$ cat config.mk
export PLATFORM = sky130hd
export DESIGN_NAME = emac_dma_status
export DESIGN_NICKNAME = d
export VERILOG_FILES = /design/src/verilog/emac_dma_pkg.sv /design/src/verilog/sticky_flags.sv /design/src/verilog/queue_pointer.sv /design/src/verilog/emac_dma_status.sv
export SDC_FILE = /design/constraint.sdc
export NUM_CORES = 1
export LEC_CHECK = 0
export BUFFER_PORTS_ARGS = -buffer_cell sky130_fd_sc_hd__buf_2
export CORE_MARGIN = 8
export CORE_UTILIZATION = 50
export DETAILED_ROUTE_END_ITERATION = 12
export PLACE_DENSITY = 0.7
export SYNTH_ARGS = -nofsm -noshare
export SYNTH_HDL_FRONTEND = slang
export SYNTH_SLANG_ARGS = --single-unit
$ cat constraint.sdc
create_clock -name sys_clk -period 6 [get_ports sys_clk]
set_input_delay 0.6 -clock sys_clk [delete_from_list [all_inputs] [get_ports sys_clk]]
set_output_delay 0.6 -clock sys_clk [all_outputs]
set_load 0.01 [all_outputs]
$ cat src/verilog/emac_dma_pkg.sv
// Purpose: Shared constants for the MAC DMA status and queue pointer block
// Assumes: Byte offsets on an 8-bit register address, 32-bit data
// Notes:   Queue pointers are kept as word addresses (bits 31..2)
package emac_dma_pkg;

  // Register byte offsets
  localparam logic [7:0] CTRL_OFS  = 8'h00;
  localparam logic [7:0] TSTAT_OFS = 8'h14;
  localparam logic [7:0] RQP_OFS   = 8'h18;
  localparam logic [7:0] TQP_OFS   = 8'h1c;
  localparam logic [7:0] RSTAT_OFS = 8'h20;
  localparam logic [7:0] ISTAT_OFS = 8'h24;

  // Control register fields
  localparam int CTRL_RE = 2;
  localparam int CTRL_TE = 3;
  localparam logic [1:0] CTRL_RST = 2'h0;

  // Transmit status fields
  localparam int TS_USED   = 0;
  localparam int TS_COL    = 1;
  localparam int TS_RETRY  = 2;
  localparam int TS_ACTIVE = 3;
  localparam int TS_BEX    = 4;
  localparam int TS_COMP   = 5;
  localparam int TS_UND    = 6;
  localparam int TS_W      = 7;

  // Receive status fields
  localparam int RS_BNA = 0;
  localparam int RS_REC = 1;
  localparam int RS_OVR = 2;
  localparam int RS_W   = 3;

  // Interrupt status fields
  localparam int IS_MFD   = 0;
  localparam int IS_RX_COMPLETE_IRQ = 1;
  localparam int IS_RXUSE = 2;
  localparam int IS_TXUSE = 3;
  localparam int IS_TX_UNDERRUN_IRQ  = 4;
  localparam int IS_W     = 5;

  // Queue pointer reset value, descriptor step and wrap count
  localparam logic [29:0] PTR_RST         = 30'h0;
  localparam logic [29:0] DESC_STEP       = 30'h2;
  localparam int          DESC_WRAP_COUNT = 1024;

endpackage : emac_dma_pkg

$ cat src/verilog/sticky_flags.sv
// Purpose: Bank of sticky status flags
// Assumes: Set and clear are one-cycle requests
// Notes:   A set in the cycle of a clear leaves the flag set
`timescale 1ns/1ps
module sticky_flags #(
  parameter int W = 8
) (
  // Clock and reset
  input  wire logic         sys_clk,
  input  wire logic         rstn,
  // Requests
  input  wire logic [W-1:0] set,
  input  wire logic [W-1:0] clr,
  // Flag state
  output logic      [W-1:0] flags_q
);

  if (W < 1) begin : g_bad_width
    $error("sticky_flags needs at least one flag");
  end

  // Clear first, then set, so no event is lost
  always_ff @(posedge sys_clk or negedge rstn) begin
    if (!rstn) begin
      flags_q <= '0;
    end else begin
      flags_q <= (flags_q & ~clr) | set;
    end
  end

endmodule : sticky_flags

$ cat src/verilog/queue_pointer.sv
// Purpose: Descriptor queue pointer with list start, frame head and wrap
// Assumes: Advance, mark and rewind come from the DMA as one-cycle pulses
// Notes:   Addresses are word addresses; one descriptor is two words
`timescale 1ns/1ps
module queue_pointer
  import emac_dma_pkg::*;
#(
  parameter int WRAP = DESC_WRAP_COUNT
) (
  // Clock and reset
  input  wire logic        sys_clk,
  input  wire logic        rstn,
  // Software load of the list start
  input  wire logic        load,
  input  wire logic [29:0] load_addr,
  // DMA progress
  input  wire logic        advance,
  input  wire logic        wrap_bit,
  input  wire logic        mark_frame,
  input  wire logic        rewind_frame,
  input  wire logic        rewind_list,
  // Pointer values
  output logic      [29:0] cur_q,
  output logic      [29:0] head_q
);

  localparam int CW = $clog2(WRAP);

  if (WRAP < 2 || (WRAP & (WRAP - 1)) != 0) begin : g_bad_wrap
    $error("queue_pointer wrap count must be a power of two");
  end

  logic [29:0]   start_q;    // List start as written
  logic [CW-1:0] cnt_q;      // Buffers used since list start
  logic [CW-1:0] head_cnt_q; // Count at the frame head
  logic          at_wrap;    // This advance returns to start

  assign at_wrap = wrap_bit || (cnt_q == CW'(WRAP - 1));

  // List start register
  always_ff @(posedge sys_clk or negedge rstn) begin
    if (!rstn) begin
      start_q <= PTR_RST;
    end else if (load) begin
      start_q <= load_addr;
    end
  end

  // Current descriptor pointer and buffer count
  always_ff @(posedge sys_clk or negedge rstn) begin
    if (!rstn) begin
      cur_q <= PTR_RST;
      cnt_q <= '0;
    end else if (load) begin
      cur_q <= load_addr;
      cnt_q <= '0;
    end else if (rewind_list) begin
      cur_q <= start_q;
      cnt_q <= '0;
    end else if (rewind_frame) begin
      cur_q <= head_q;
      cnt_q <= head_cnt_q;
    end else if (advance) begin
      // Wrap on the wrap bit or after the full count of buffers
      if (at_wrap) begin
        cur_q <= start_q;
        cnt_q <= '0;
      end else begin
        cur_q <= cur_q + DESC_STEP;
        cnt_q <= cnt_q + CW'(1);
      end
    end
  end

  // First descriptor of the current frame
  always_ff @(posedge sys_clk or negedge rstn) begin
    if (!rstn) begin
      head_q     <= PTR_RST;
      head_cnt_q <= '0;
    end else if (load) begin
      head_q     <= load_addr;
      head_cnt_q <= '0;
    end else if (rewind_list) begin
      head_q     <= start_q;
      head_cnt_q <= '0;
    end else if (mark_frame) begin
      head_q     <= cur_q;
      head_cnt_q <= cnt_q;
    end
  end

endmodule : queue_pointer

$ cat src/verilog/emac_dma_status.sv
// Purpose: Status flags and descriptor queue pointers of a MAC DMA path
// Assumes: DMA and transmitter events are one-cycle pulses on sys_clk
// Notes:   Read data appear one cycle after the read strobe
//
// The strobed register port and the placing of the registers are this design's own decisions.
`timescale 1ns/1ps

// Functional notes
// - Status flags clear by written one; interrupt flags by read
// - Transmit used descriptor sets status bit 0
// - Collision sets transmit status bit 1
// - Transmit status bit 3 shows live activity
// - Mid-frame buffer exhaustion: bad FCS, tx_er, bit4
// - Finished frame sets transmit status bit 5
// - Fetch failure forces bad CRC, sets bit 6
// - Receive pointer loads, advances, wraps at 1024
// - Receive pointer read shows current descriptor
// - Transmit pointer wraps; reads frame's first buffer
// - Transmit pointer writes only while idle
// - Owned receive descriptor sets bit 0, retries
// - Stored frames set receive status bit 1
// - Receive store failure sets bit 2, recovers
// - Management done sets interrupt bit 0
// - Stored frame sets interrupt bit 1
// - Used descriptors set interrupt bits 2, 3
// - Underrun causes or pointer write set bit 4
// - Transmit disable rewinds transmit pointer to start
// - Receive disable stops, clears FIFO, keeps pointer
module emac_dma_status
  import emac_dma_pkg::*;
#(
  parameter int WRAP = DESC_WRAP_COUNT
) (
  // Clock and reset
  input  wire logic        sys_clk,
  input  wire logic        rstn,
  // Register port
  input  wire logic [7:0]  reg_addr,
  input  wire logic [31:0] reg_wdata,
  input  wire logic        reg_wr,
  input  wire logic        reg_rd,
  output logic      [31:0] reg_rdata,
  // Transmit events
  input  wire logic        tx_used_bit_seen,
  input  wire logic        tx_collision,
  input  wire logic        retry_limit_hit,
  input  wire logic        transmit_active,
  input  wire logic        buffers_exhausted_midframe,
  input  wire logic        tx_frame_done,
  input  wire logic        tx_late_grant,
  input  wire logic        tx_bus_error,
  input  wire logic        tx_used_midframe,
  input  wire logic        tx_desc_advance,
  input  wire logic        tx_desc_wrap,
  // Receive events
  input  wire logic        rx_used_bit_seen,
  input  wire logic        rx_frame_start,
  input  wire logic        rx_frame_stored,
  input  wire logic        rx_late_grant,
  input  wire logic        rx_bus_error,
  input  wire logic        rx_desc_advance,
  input  wire logic        rx_desc_wrap,
  // Management events
  input  wire logic        mgmt_done,
  // Descriptor addresses to the DMA
  output logic      [31:0] rx_desc_addr,
  output logic      [31:0] tx_desc_addr,
  // Control to the MAC
  output logic             transmit_enable_bit,
  output logic             receive_enable_bit,
  output logic             tx_force_bad_crc,
  output logic             tx_er,
  output logic             rx_fifo_clear,
  output logic             rx_refetch_pending
);

  // Address match, shared by the write and read decoders
  function automatic logic hit(input logic [7:0] a, input logic [7:0] ofs);
    hit = (a[7:2] == ofs[7:2]);
  endfunction : hit

  // Decoded strobes
  logic wr_ctrl;   // Control register write
  logic wr_tstat;  // Transmit status write
  logic wr_rqp;    // Receive queue pointer write
  logic wr_tqp;    // Transmit queue pointer write, accepted
  logic wr_rstat;  // Receive status write
  logic rd_istat;  // Interrupt status read

  // Control state
  logic [1:0] ctrl_q;      // Enable bits {te, re}
  logic       te_fall;     // Transmit enable cleared now
  logic       re_fall;     // Receive enable cleared now

  // Flag banks
  logic [TS_W-1:0] ts_set;
  logic [TS_W-1:0] ts_clr;
  logic [TS_W-1:0] ts_q;
  logic [RS_W-1:0] rs_set;
  logic [RS_W-1:0] rs_clr;
  logic [RS_W-1:0] rs_q;
  logic [IS_W-1:0] is_set;
  logic [IS_W-1:0] is_clr;
  logic [IS_W-1:0] is_q;

  // Derived events
  logic tx_fetch_fail;  // Underrun cause seen this cycle
  logic rx_store_fail;  // Overrun cause seen this cycle

  // Queue pointer values
  logic [29:0] rq_cur;
  logic [29:0] rq_head;
  logic [29:0] tq_cur;
  logic [29:0] tq_head;

  // Read data next value
  logic [31:0] rdata_d;

  // Write decode, if/else-if chain on the address
  always_comb begin
    wr_ctrl  = 1'b0;
    wr_tstat = 1'b0;
    wr_rqp   = 1'b0;
    wr_tqp   = 1'b0;
    wr_rstat = 1'b0;
    if (!reg_wr) begin
      wr_ctrl = 1'b0;
    end else if (hit(reg_addr, CTRL_OFS)) begin
      wr_ctrl = 1'b1;
    end else if (hit(reg_addr, TSTAT_OFS)) begin
      wr_tstat = 1'b1;
    end else if (hit(reg_addr, RQP_OFS)) begin
      wr_rqp = 1'b1;
    end else if (hit(reg_addr, TQP_OFS)) begin
      // Ignored while the transmitter runs
      wr_tqp = !transmit_active;
    end else if (hit(reg_addr, RSTAT_OFS)) begin
      wr_rstat = 1'b1;
    end
  end

  // Interrupt status is cleared by any read of it
  assign rd_istat = reg_rd && hit(reg_addr, ISTAT_OFS);

  // Falling edges of the enables, seen in the write cycle
  assign te_fall = wr_ctrl && ctrl_q[1] && !reg_wdata[CTRL_TE];
  assign re_fall = wr_ctrl && ctrl_q[0] && !reg_wdata[CTRL_RE];

  // Control register
  always_ff @(posedge sys_clk or negedge rstn) begin
    if (!rstn) begin
      ctrl_q <= CTRL_RST;
    end else if (wr_ctrl) begin
      ctrl_q <= {reg_wdata[CTRL_TE], reg_wdata[CTRL_RE]};
    end
  end

  assign transmit_enable_bit = ctrl_q[1];
  assign receive_enable_bit  = ctrl_q[0];

  // Fetch and store failure causes
  assign tx_fetch_fail = tx_late_grant || tx_bus_error || tx_used_midframe;
  assign rx_store_fail = rx_late_grant || rx_bus_error;

  // Transmit status sources
  always_comb begin
    ts_set            = '0;
    ts_set[TS_USED]   = tx_used_bit_seen;
    ts_set[TS_COL]    = tx_collision;
    ts_set[TS_RETRY]  = retry_limit_hit;
    ts_set[TS_BEX]    = buffers_exhausted_midframe;
    ts_set[TS_COMP]   = tx_frame_done;
    ts_set[TS_UND]    = tx_fetch_fail;
    // Write one clears; the live bit is not a flag
    ts_clr            = wr_tstat ? reg_wdata[TS_W-1:0] : '0;
    ts_clr[TS_ACTIVE] = 1'b0;
  end

  // Receive status sources
  always_comb begin
    rs_set         = '0;
    rs_set[RS_BNA] = rx_used_bit_seen;
    rs_set[RS_REC] = rx_frame_stored;
    rs_set[RS_OVR] = rx_store_fail;
    rs_clr         = wr_rstat ? reg_wdata[RS_W-1:0] : '0;
  end

  // Interrupt status sources
  always_comb begin
    is_set           = '0;
    is_set[IS_MFD]   = mgmt_done;
    is_set[IS_RX_COMPLETE_IRQ] = rx_frame_stored;
    is_set[IS_RXUSE] = rx_used_bit_seen;
    is_set[IS_TXUSE] = tx_used_bit_seen;
    is_set[IS_TX_UNDERRUN_IRQ]  = tx_fetch_fail || wr_tqp;
    is_clr           = rd_istat ? '1 : '0;
  end

  // Transmit status flags
  sticky_flags #(
    .W       (TS_W)
  ) u_tstat (
    .sys_clk (sys_clk),
    .rstn    (rstn),
    .set     (ts_set),
    .clr     (ts_clr),
    .flags_q (ts_q)
  );

  // Receive status flags
  sticky_flags #(
    .W       (RS_W)
  ) u_rstat (
    .sys_clk (sys_clk),
    .rstn    (rstn),
    .set     (rs_set),
    .clr     (rs_clr),
    .flags_q (rs_q)
  );

  // Interrupt status flags
  sticky_flags #(
    .W       (IS_W)
  ) u_istat (
    .sys_clk (sys_clk),
    .rstn    (rstn),
    .set     (is_set),
    .clr     (is_clr),
    .flags_q (is_q)
  );

  // Receive queue pointer; overrun rewinds to the frame's first buffer
  queue_pointer #(
    .WRAP         (WRAP)
  ) u_rxq (
    .sys_clk      (sys_clk),
    .rstn         (rstn),
    .load         (wr_rqp),
    .load_addr    (reg_wdata[31:2]),
    .advance      (rx_desc_advance),
    .wrap_bit     (rx_desc_wrap),
    .mark_frame   (rx_frame_start),
    .rewind_frame (rx_store_fail),
    .rewind_list  (1'b0),
    .cur_q        (rq_cur),
    .head_q       (rq_head)
  );

  // Transmit queue pointer; disable returns it to the list start
  queue_pointer #(
    .WRAP         (WRAP)
  ) u_txq (
    .sys_clk      (sys_clk),
    .rstn         (rstn),
    .load         (wr_tqp),
    .load_addr    (reg_wdata[31:2]),
    .advance      (tx_desc_advance),
    .wrap_bit     (tx_desc_wrap),
    .mark_frame   (tx_frame_done),
    .rewind_frame (1'b0),
    .rewind_list  (te_fall),
    .cur_q        (tq_cur),
    .head_q       (tq_head)
  );

  // Descriptor addresses for the DMA engine
  assign rx_desc_addr = {rq_cur, 2'b00};
  assign tx_desc_addr = {tq_cur, 2'b00};

  // Error marking on the transmit side
  always_ff @(posedge sys_clk or negedge rstn) begin
    if (!rstn) begin
      tx_force_bad_crc <= 1'b0;
      tx_er            <= 1'b0;
    end else begin
      tx_force_bad_crc <= tx_fetch_fail || buffers_exhausted_midframe;
      tx_er            <= buffers_exhausted_midframe;
    end
  end

  // Receive FIFO flush when reception is disabled
  always_ff @(posedge sys_clk or negedge rstn) begin
    if (!rstn) begin
      rx_fifo_clear <= 1'b0;
    end else begin
      rx_fifo_clear <= re_fall;
    end
  end

  // Descriptor re-read request until a valid one is found
  always_ff @(posedge sys_clk or negedge rstn) begin
    if (!rstn) begin
      rx_refetch_pending <= 1'b0;
    end else if (rx_used_bit_seen) begin
      rx_refetch_pending <= 1'b1;
    end else if (rx_desc_advance) begin
      rx_refetch_pending <= 1'b0;
    end
  end

  // Read multiplexer, if/else-if chain; unmapped reads give zero
  always_comb begin
    rdata_d = 32'h0;
    if (hit(reg_addr, CTRL_OFS)) begin
      rdata_d[CTRL_TE] = ctrl_q[1];
      rdata_d[CTRL_RE] = ctrl_q[0];
    end else if (hit(reg_addr, TSTAT_OFS)) begin
      rdata_d[TS_W-1:0]  = ts_q;
      rdata_d[TS_ACTIVE] = transmit_active;
    end else if (hit(reg_addr, RQP_OFS)) begin
      rdata_d = {rq_cur, 2'b00};
    end else if (hit(reg_addr, TQP_OFS)) begin
      rdata_d = {tq_head, 2'b00};
    end else if (hit(reg_addr, RSTAT_OFS)) begin
      rdata_d[RS_W-1:0] = rs_q;
    end else if (hit(reg_addr, ISTAT_OFS)) begin
      rdata_d[IS_W-1:0] = is_q;
    end
  end

  // Registered read data, held between reads
  always_ff @(posedge sys_clk or negedge rstn) begin
    if (!rstn) begin
      reg_rdata <= 32'h0;
    end else if (reg_rd) begin
      reg_rdata <= rdata_d;
    end
  end

endmodule : emac_dma_status

==> results.toml <==
[power_and_ir_drop]
clockPowerShare_pct = 35.3
p_switching_mw = 1.60
p_per_area_mw_per_mm2 = 322
p_leak_nw = 7.19
vdd_drop_max_mv = 0.238
p_seq_share_pct = 46.1
p_sw_share_pct = 31.2
internal-power_mw = 3.53
combPwrFrac_pct = 18.6

[finish]
area_delta_synth_final_pct = 14.0
final_cell_mix = "dfrtp_1 (262), nand2_1 (253), buf_2 (157), nor2_1 (123), a21oi_1 (96)"
fin_util_pct = 57.5
final_cells = 2045
design_area_mm2 = 0.0159
mostFrequentLayoutCell = "dfrtp_1"
finalNetCount = 1711
layout-drive-gt1-share_pct = 16.9

[global_route]
grt_max_degree = 145
grt_pass1_vias = 12000
grt_use_total_pct = 25.8
grt_first_pass_wirelength_um = 69300
overflow = 0
antenna_found_initial = 1

[clock_network]
cts_buffer_depth = 3
cts_tree = "built"
numCtsBuffers = 29
postCtsSetupRepairBufs = 0
cts.clk_slew.worst_paths_ps = 60
cts.sinks = 262
htree_levels = 1
ctsResizeCount = 0
clockRootBuffer = "clkbuf_16"
cts-hold-fix-buffers = 0
clk-insertion-delay-late_ps = 550

[worst_setup_path]
crit_type = "input pin to flip-flop"
arrival_ps = 3510
crit_slowest_cell = "or3_1"
cp_max_fo = 52
r2r_cells = 7
crit_chain = "buf_2 -> buf_4 -> or3b_2 -> nor3_4 -> or3_1 -> nor2_1 -> a21oi_1"
start_kind = "input pin"
max_stage_delay_ps = 970
cp-end-kind = "flip-flop"
critPathRequiredTime_ps = 6460

[sta]
skew_ps = 13.1
fin_crit_ps = 3050
setup_ws_ps = 2950
hold_violations = 0
relSlewSlack_pct = 22.7
drv_slew = 0
tightest_slew_ps = 1160
clock.fmax_mhz = 328
fin_crit_sh_pct = 50.9
rsz0062_at_grt = "no"
setup_violations = 0
final.setup.tns_ps = 0

[synthesis]
synth.ff_latch_count = 262
synth_edf_count = 0
yosys.area.top_type = "dfrtp_1"
async_flop_share_pct = 100
ys_top_cells_by_area = "dfrtp_1 (47%), nand2_1 (6.8%), mux2i_1 (3.7%)"
syn-cell-area_mm2 = 0.0139
yosysWarnings = 0
synth_top_area_share_pct = 47.0
yosysUniqueCellTypes = 87
syn_inst = 1550
ys.flop_type = "dfrtp_1"
avgSynthCellArea_um2 = 8.99
yosysSeqAreaShare_pct = 47.0

[place]
hpwl_um = 30000
place_congestion = 0.926
io_buffers = 158
placed_area_mm2 = 0.0149
dp_slack_ps = 2460
dp.cells = 1991

[routing]
ant_nets = 0
detail_route.wl_per_cell_um = 21.8
drc = 0
vias_per_cell = 6.18
vias = 12600
drtPass1Iterations = 5
wl_um = 44500
drt_iter0_drc = 1279

[run_status]
outcome = "finished, final reports clean"

[floorplan]
initial_core_util_pct = 50.5
dieArea_mm2 = 0.0335
fp-row-count = 61
chipHeight_um = 183
core_area_mm2 = 0.0276
ios = 165
die_w_um = 183

[flow_run]
cap_viol_max_count = 0

[hold_path]
min_path_type = "input pin to asynchronous set/reset pin"
cell families (layout without fill, tap and decap cells):
group	Yosys count	after routing	synth area share (%)
buffers and inverters	166	279	5.09
DFF	262	262	47.0
AOI/OAI and AO/OA	389	389	18.7
adders and majority gates	4	4	0.359
muxes	70	70	5.20
xor gates and xnor gates	30	30	1.88
and+or+nand+nor	628	628	21.7
other	1	5	0.0269
worst paths after layout:
path	end	slack, ps	start
max	u_txq.head_q[13]	2950	reg_addr[2]
min	u_rxq.start_q[27]	170	rstn
max reg2reg	u_txq.cur_q[12]	3360	u_txq.cnt_q[0]
min reg2reg	u_rxq.start_q[27]	470	u_rxq.start_q[27]
max in group asynchronous	u_txq.start_q[4]	4530	rstn
min in group sys_clk	tx_er	200	buffers_exhausted_midframe
power groups by stage:
stage	Sequential, mW	Combinational, mW	Clock [mW]
4_1_cts	2.35	0.957	1.83
5_1_grt	2.40	1.06	1.90
6_report	2.36	0.954	1.81
3_5_place_dp	2.38	0.951	0
2_1_floorplan	2.30	0.617	0
3_3_place_gp	2.36	0.926	0
worst max-delay path, delay by kind of cell:
kind / cells / cell delay, ps
simple gates: 4 / 2300
buf+inv: 2 / 390
compound gates: 1 / 180
layer usage:
| layer | track usage [%] | vias to the layer above | wire (um) |
|---|---|---|---|
| met2 | 40.4 | 509 | 20600 |
| met3 | 5.16 | 74 | 3620 |
| met4 | 6.73 | 0 | 1070 |
| met1 | 36.1 | 6272 | 19300 |
| li1 | - | 5777 | - |
| met5 | 0 | - | 0 |
per-stage QoR:
| stage | hold WS (ps) | power [mW] |
|---|---|---|
| 6_report | 168 | 5.12 |
| 5_1_grt | 185 | 5.36 |
| 4_1_cts | 179 | 5.13 |
| 3_5_place_dp | 462 | 3.33 |
| 3_3_place_gp | 458 | 3.29 |
| 2_1_floorplan | 304 | 2.91 |
final cells by class:
type,count,area [um^2]
fillers,2489,11700
multi-input cells,1125,6740
flip-flops and latches,262,6560
repair buffers,179,971
clock buffers,42,855
well taps,378,473
inverters,47,176
clock inverters,11,114
diodes,1,2.50
registers in the layout, indices dropped and copies added (netlist names), 2 cells and up:
| signal | count |
|---|---|
| reg_rdata | 32 |
| u_txq.start_q | 30 |
| u_rxq.cnt_q | 10 |
| u_rxq.start_q | 30 |
| u_txq.cur_q | 30 |
| u_tstat.flags_q | 6 |
| u_txq.head_q | 30 |
| u_txq.cnt_q | 10 |
| u_rxq.head_cnt_q | 10 |
| ctrl_q | 2 |
| u_istat.flags_q | 5 |
| u_rxq.head_q | 30 |
| u_rxq.cur_q | 30 |
| u_rstat.flags_q | 3 |
synthesized netlist by cell type, types with 7 or more instances:
cell type,count
dfrtp_1,262
nand3b_1,26
o21ai_0,65
a21oi_1,96
nor4_1,18
nand4_1,21
inv_1,47
nand2_1,253
buf_1,16
o31a_1,9
mux2i_1,51
clkbuf_1,73
and3_1,21
o211ai_1,44
nand3_1,72
o22ai_1,28
o21ai_1,8
nor2_1,125
nor3_1,26
a211oi_1,27
o32ai_1,8
mux2_2,19
and4_1,10
xnor2_1,23
xor2_1,7
buf_2,18
o31ai_1,11
buf_4,8
or3_1,7
a21o_1,14
(Power assumes the default switching activity.)
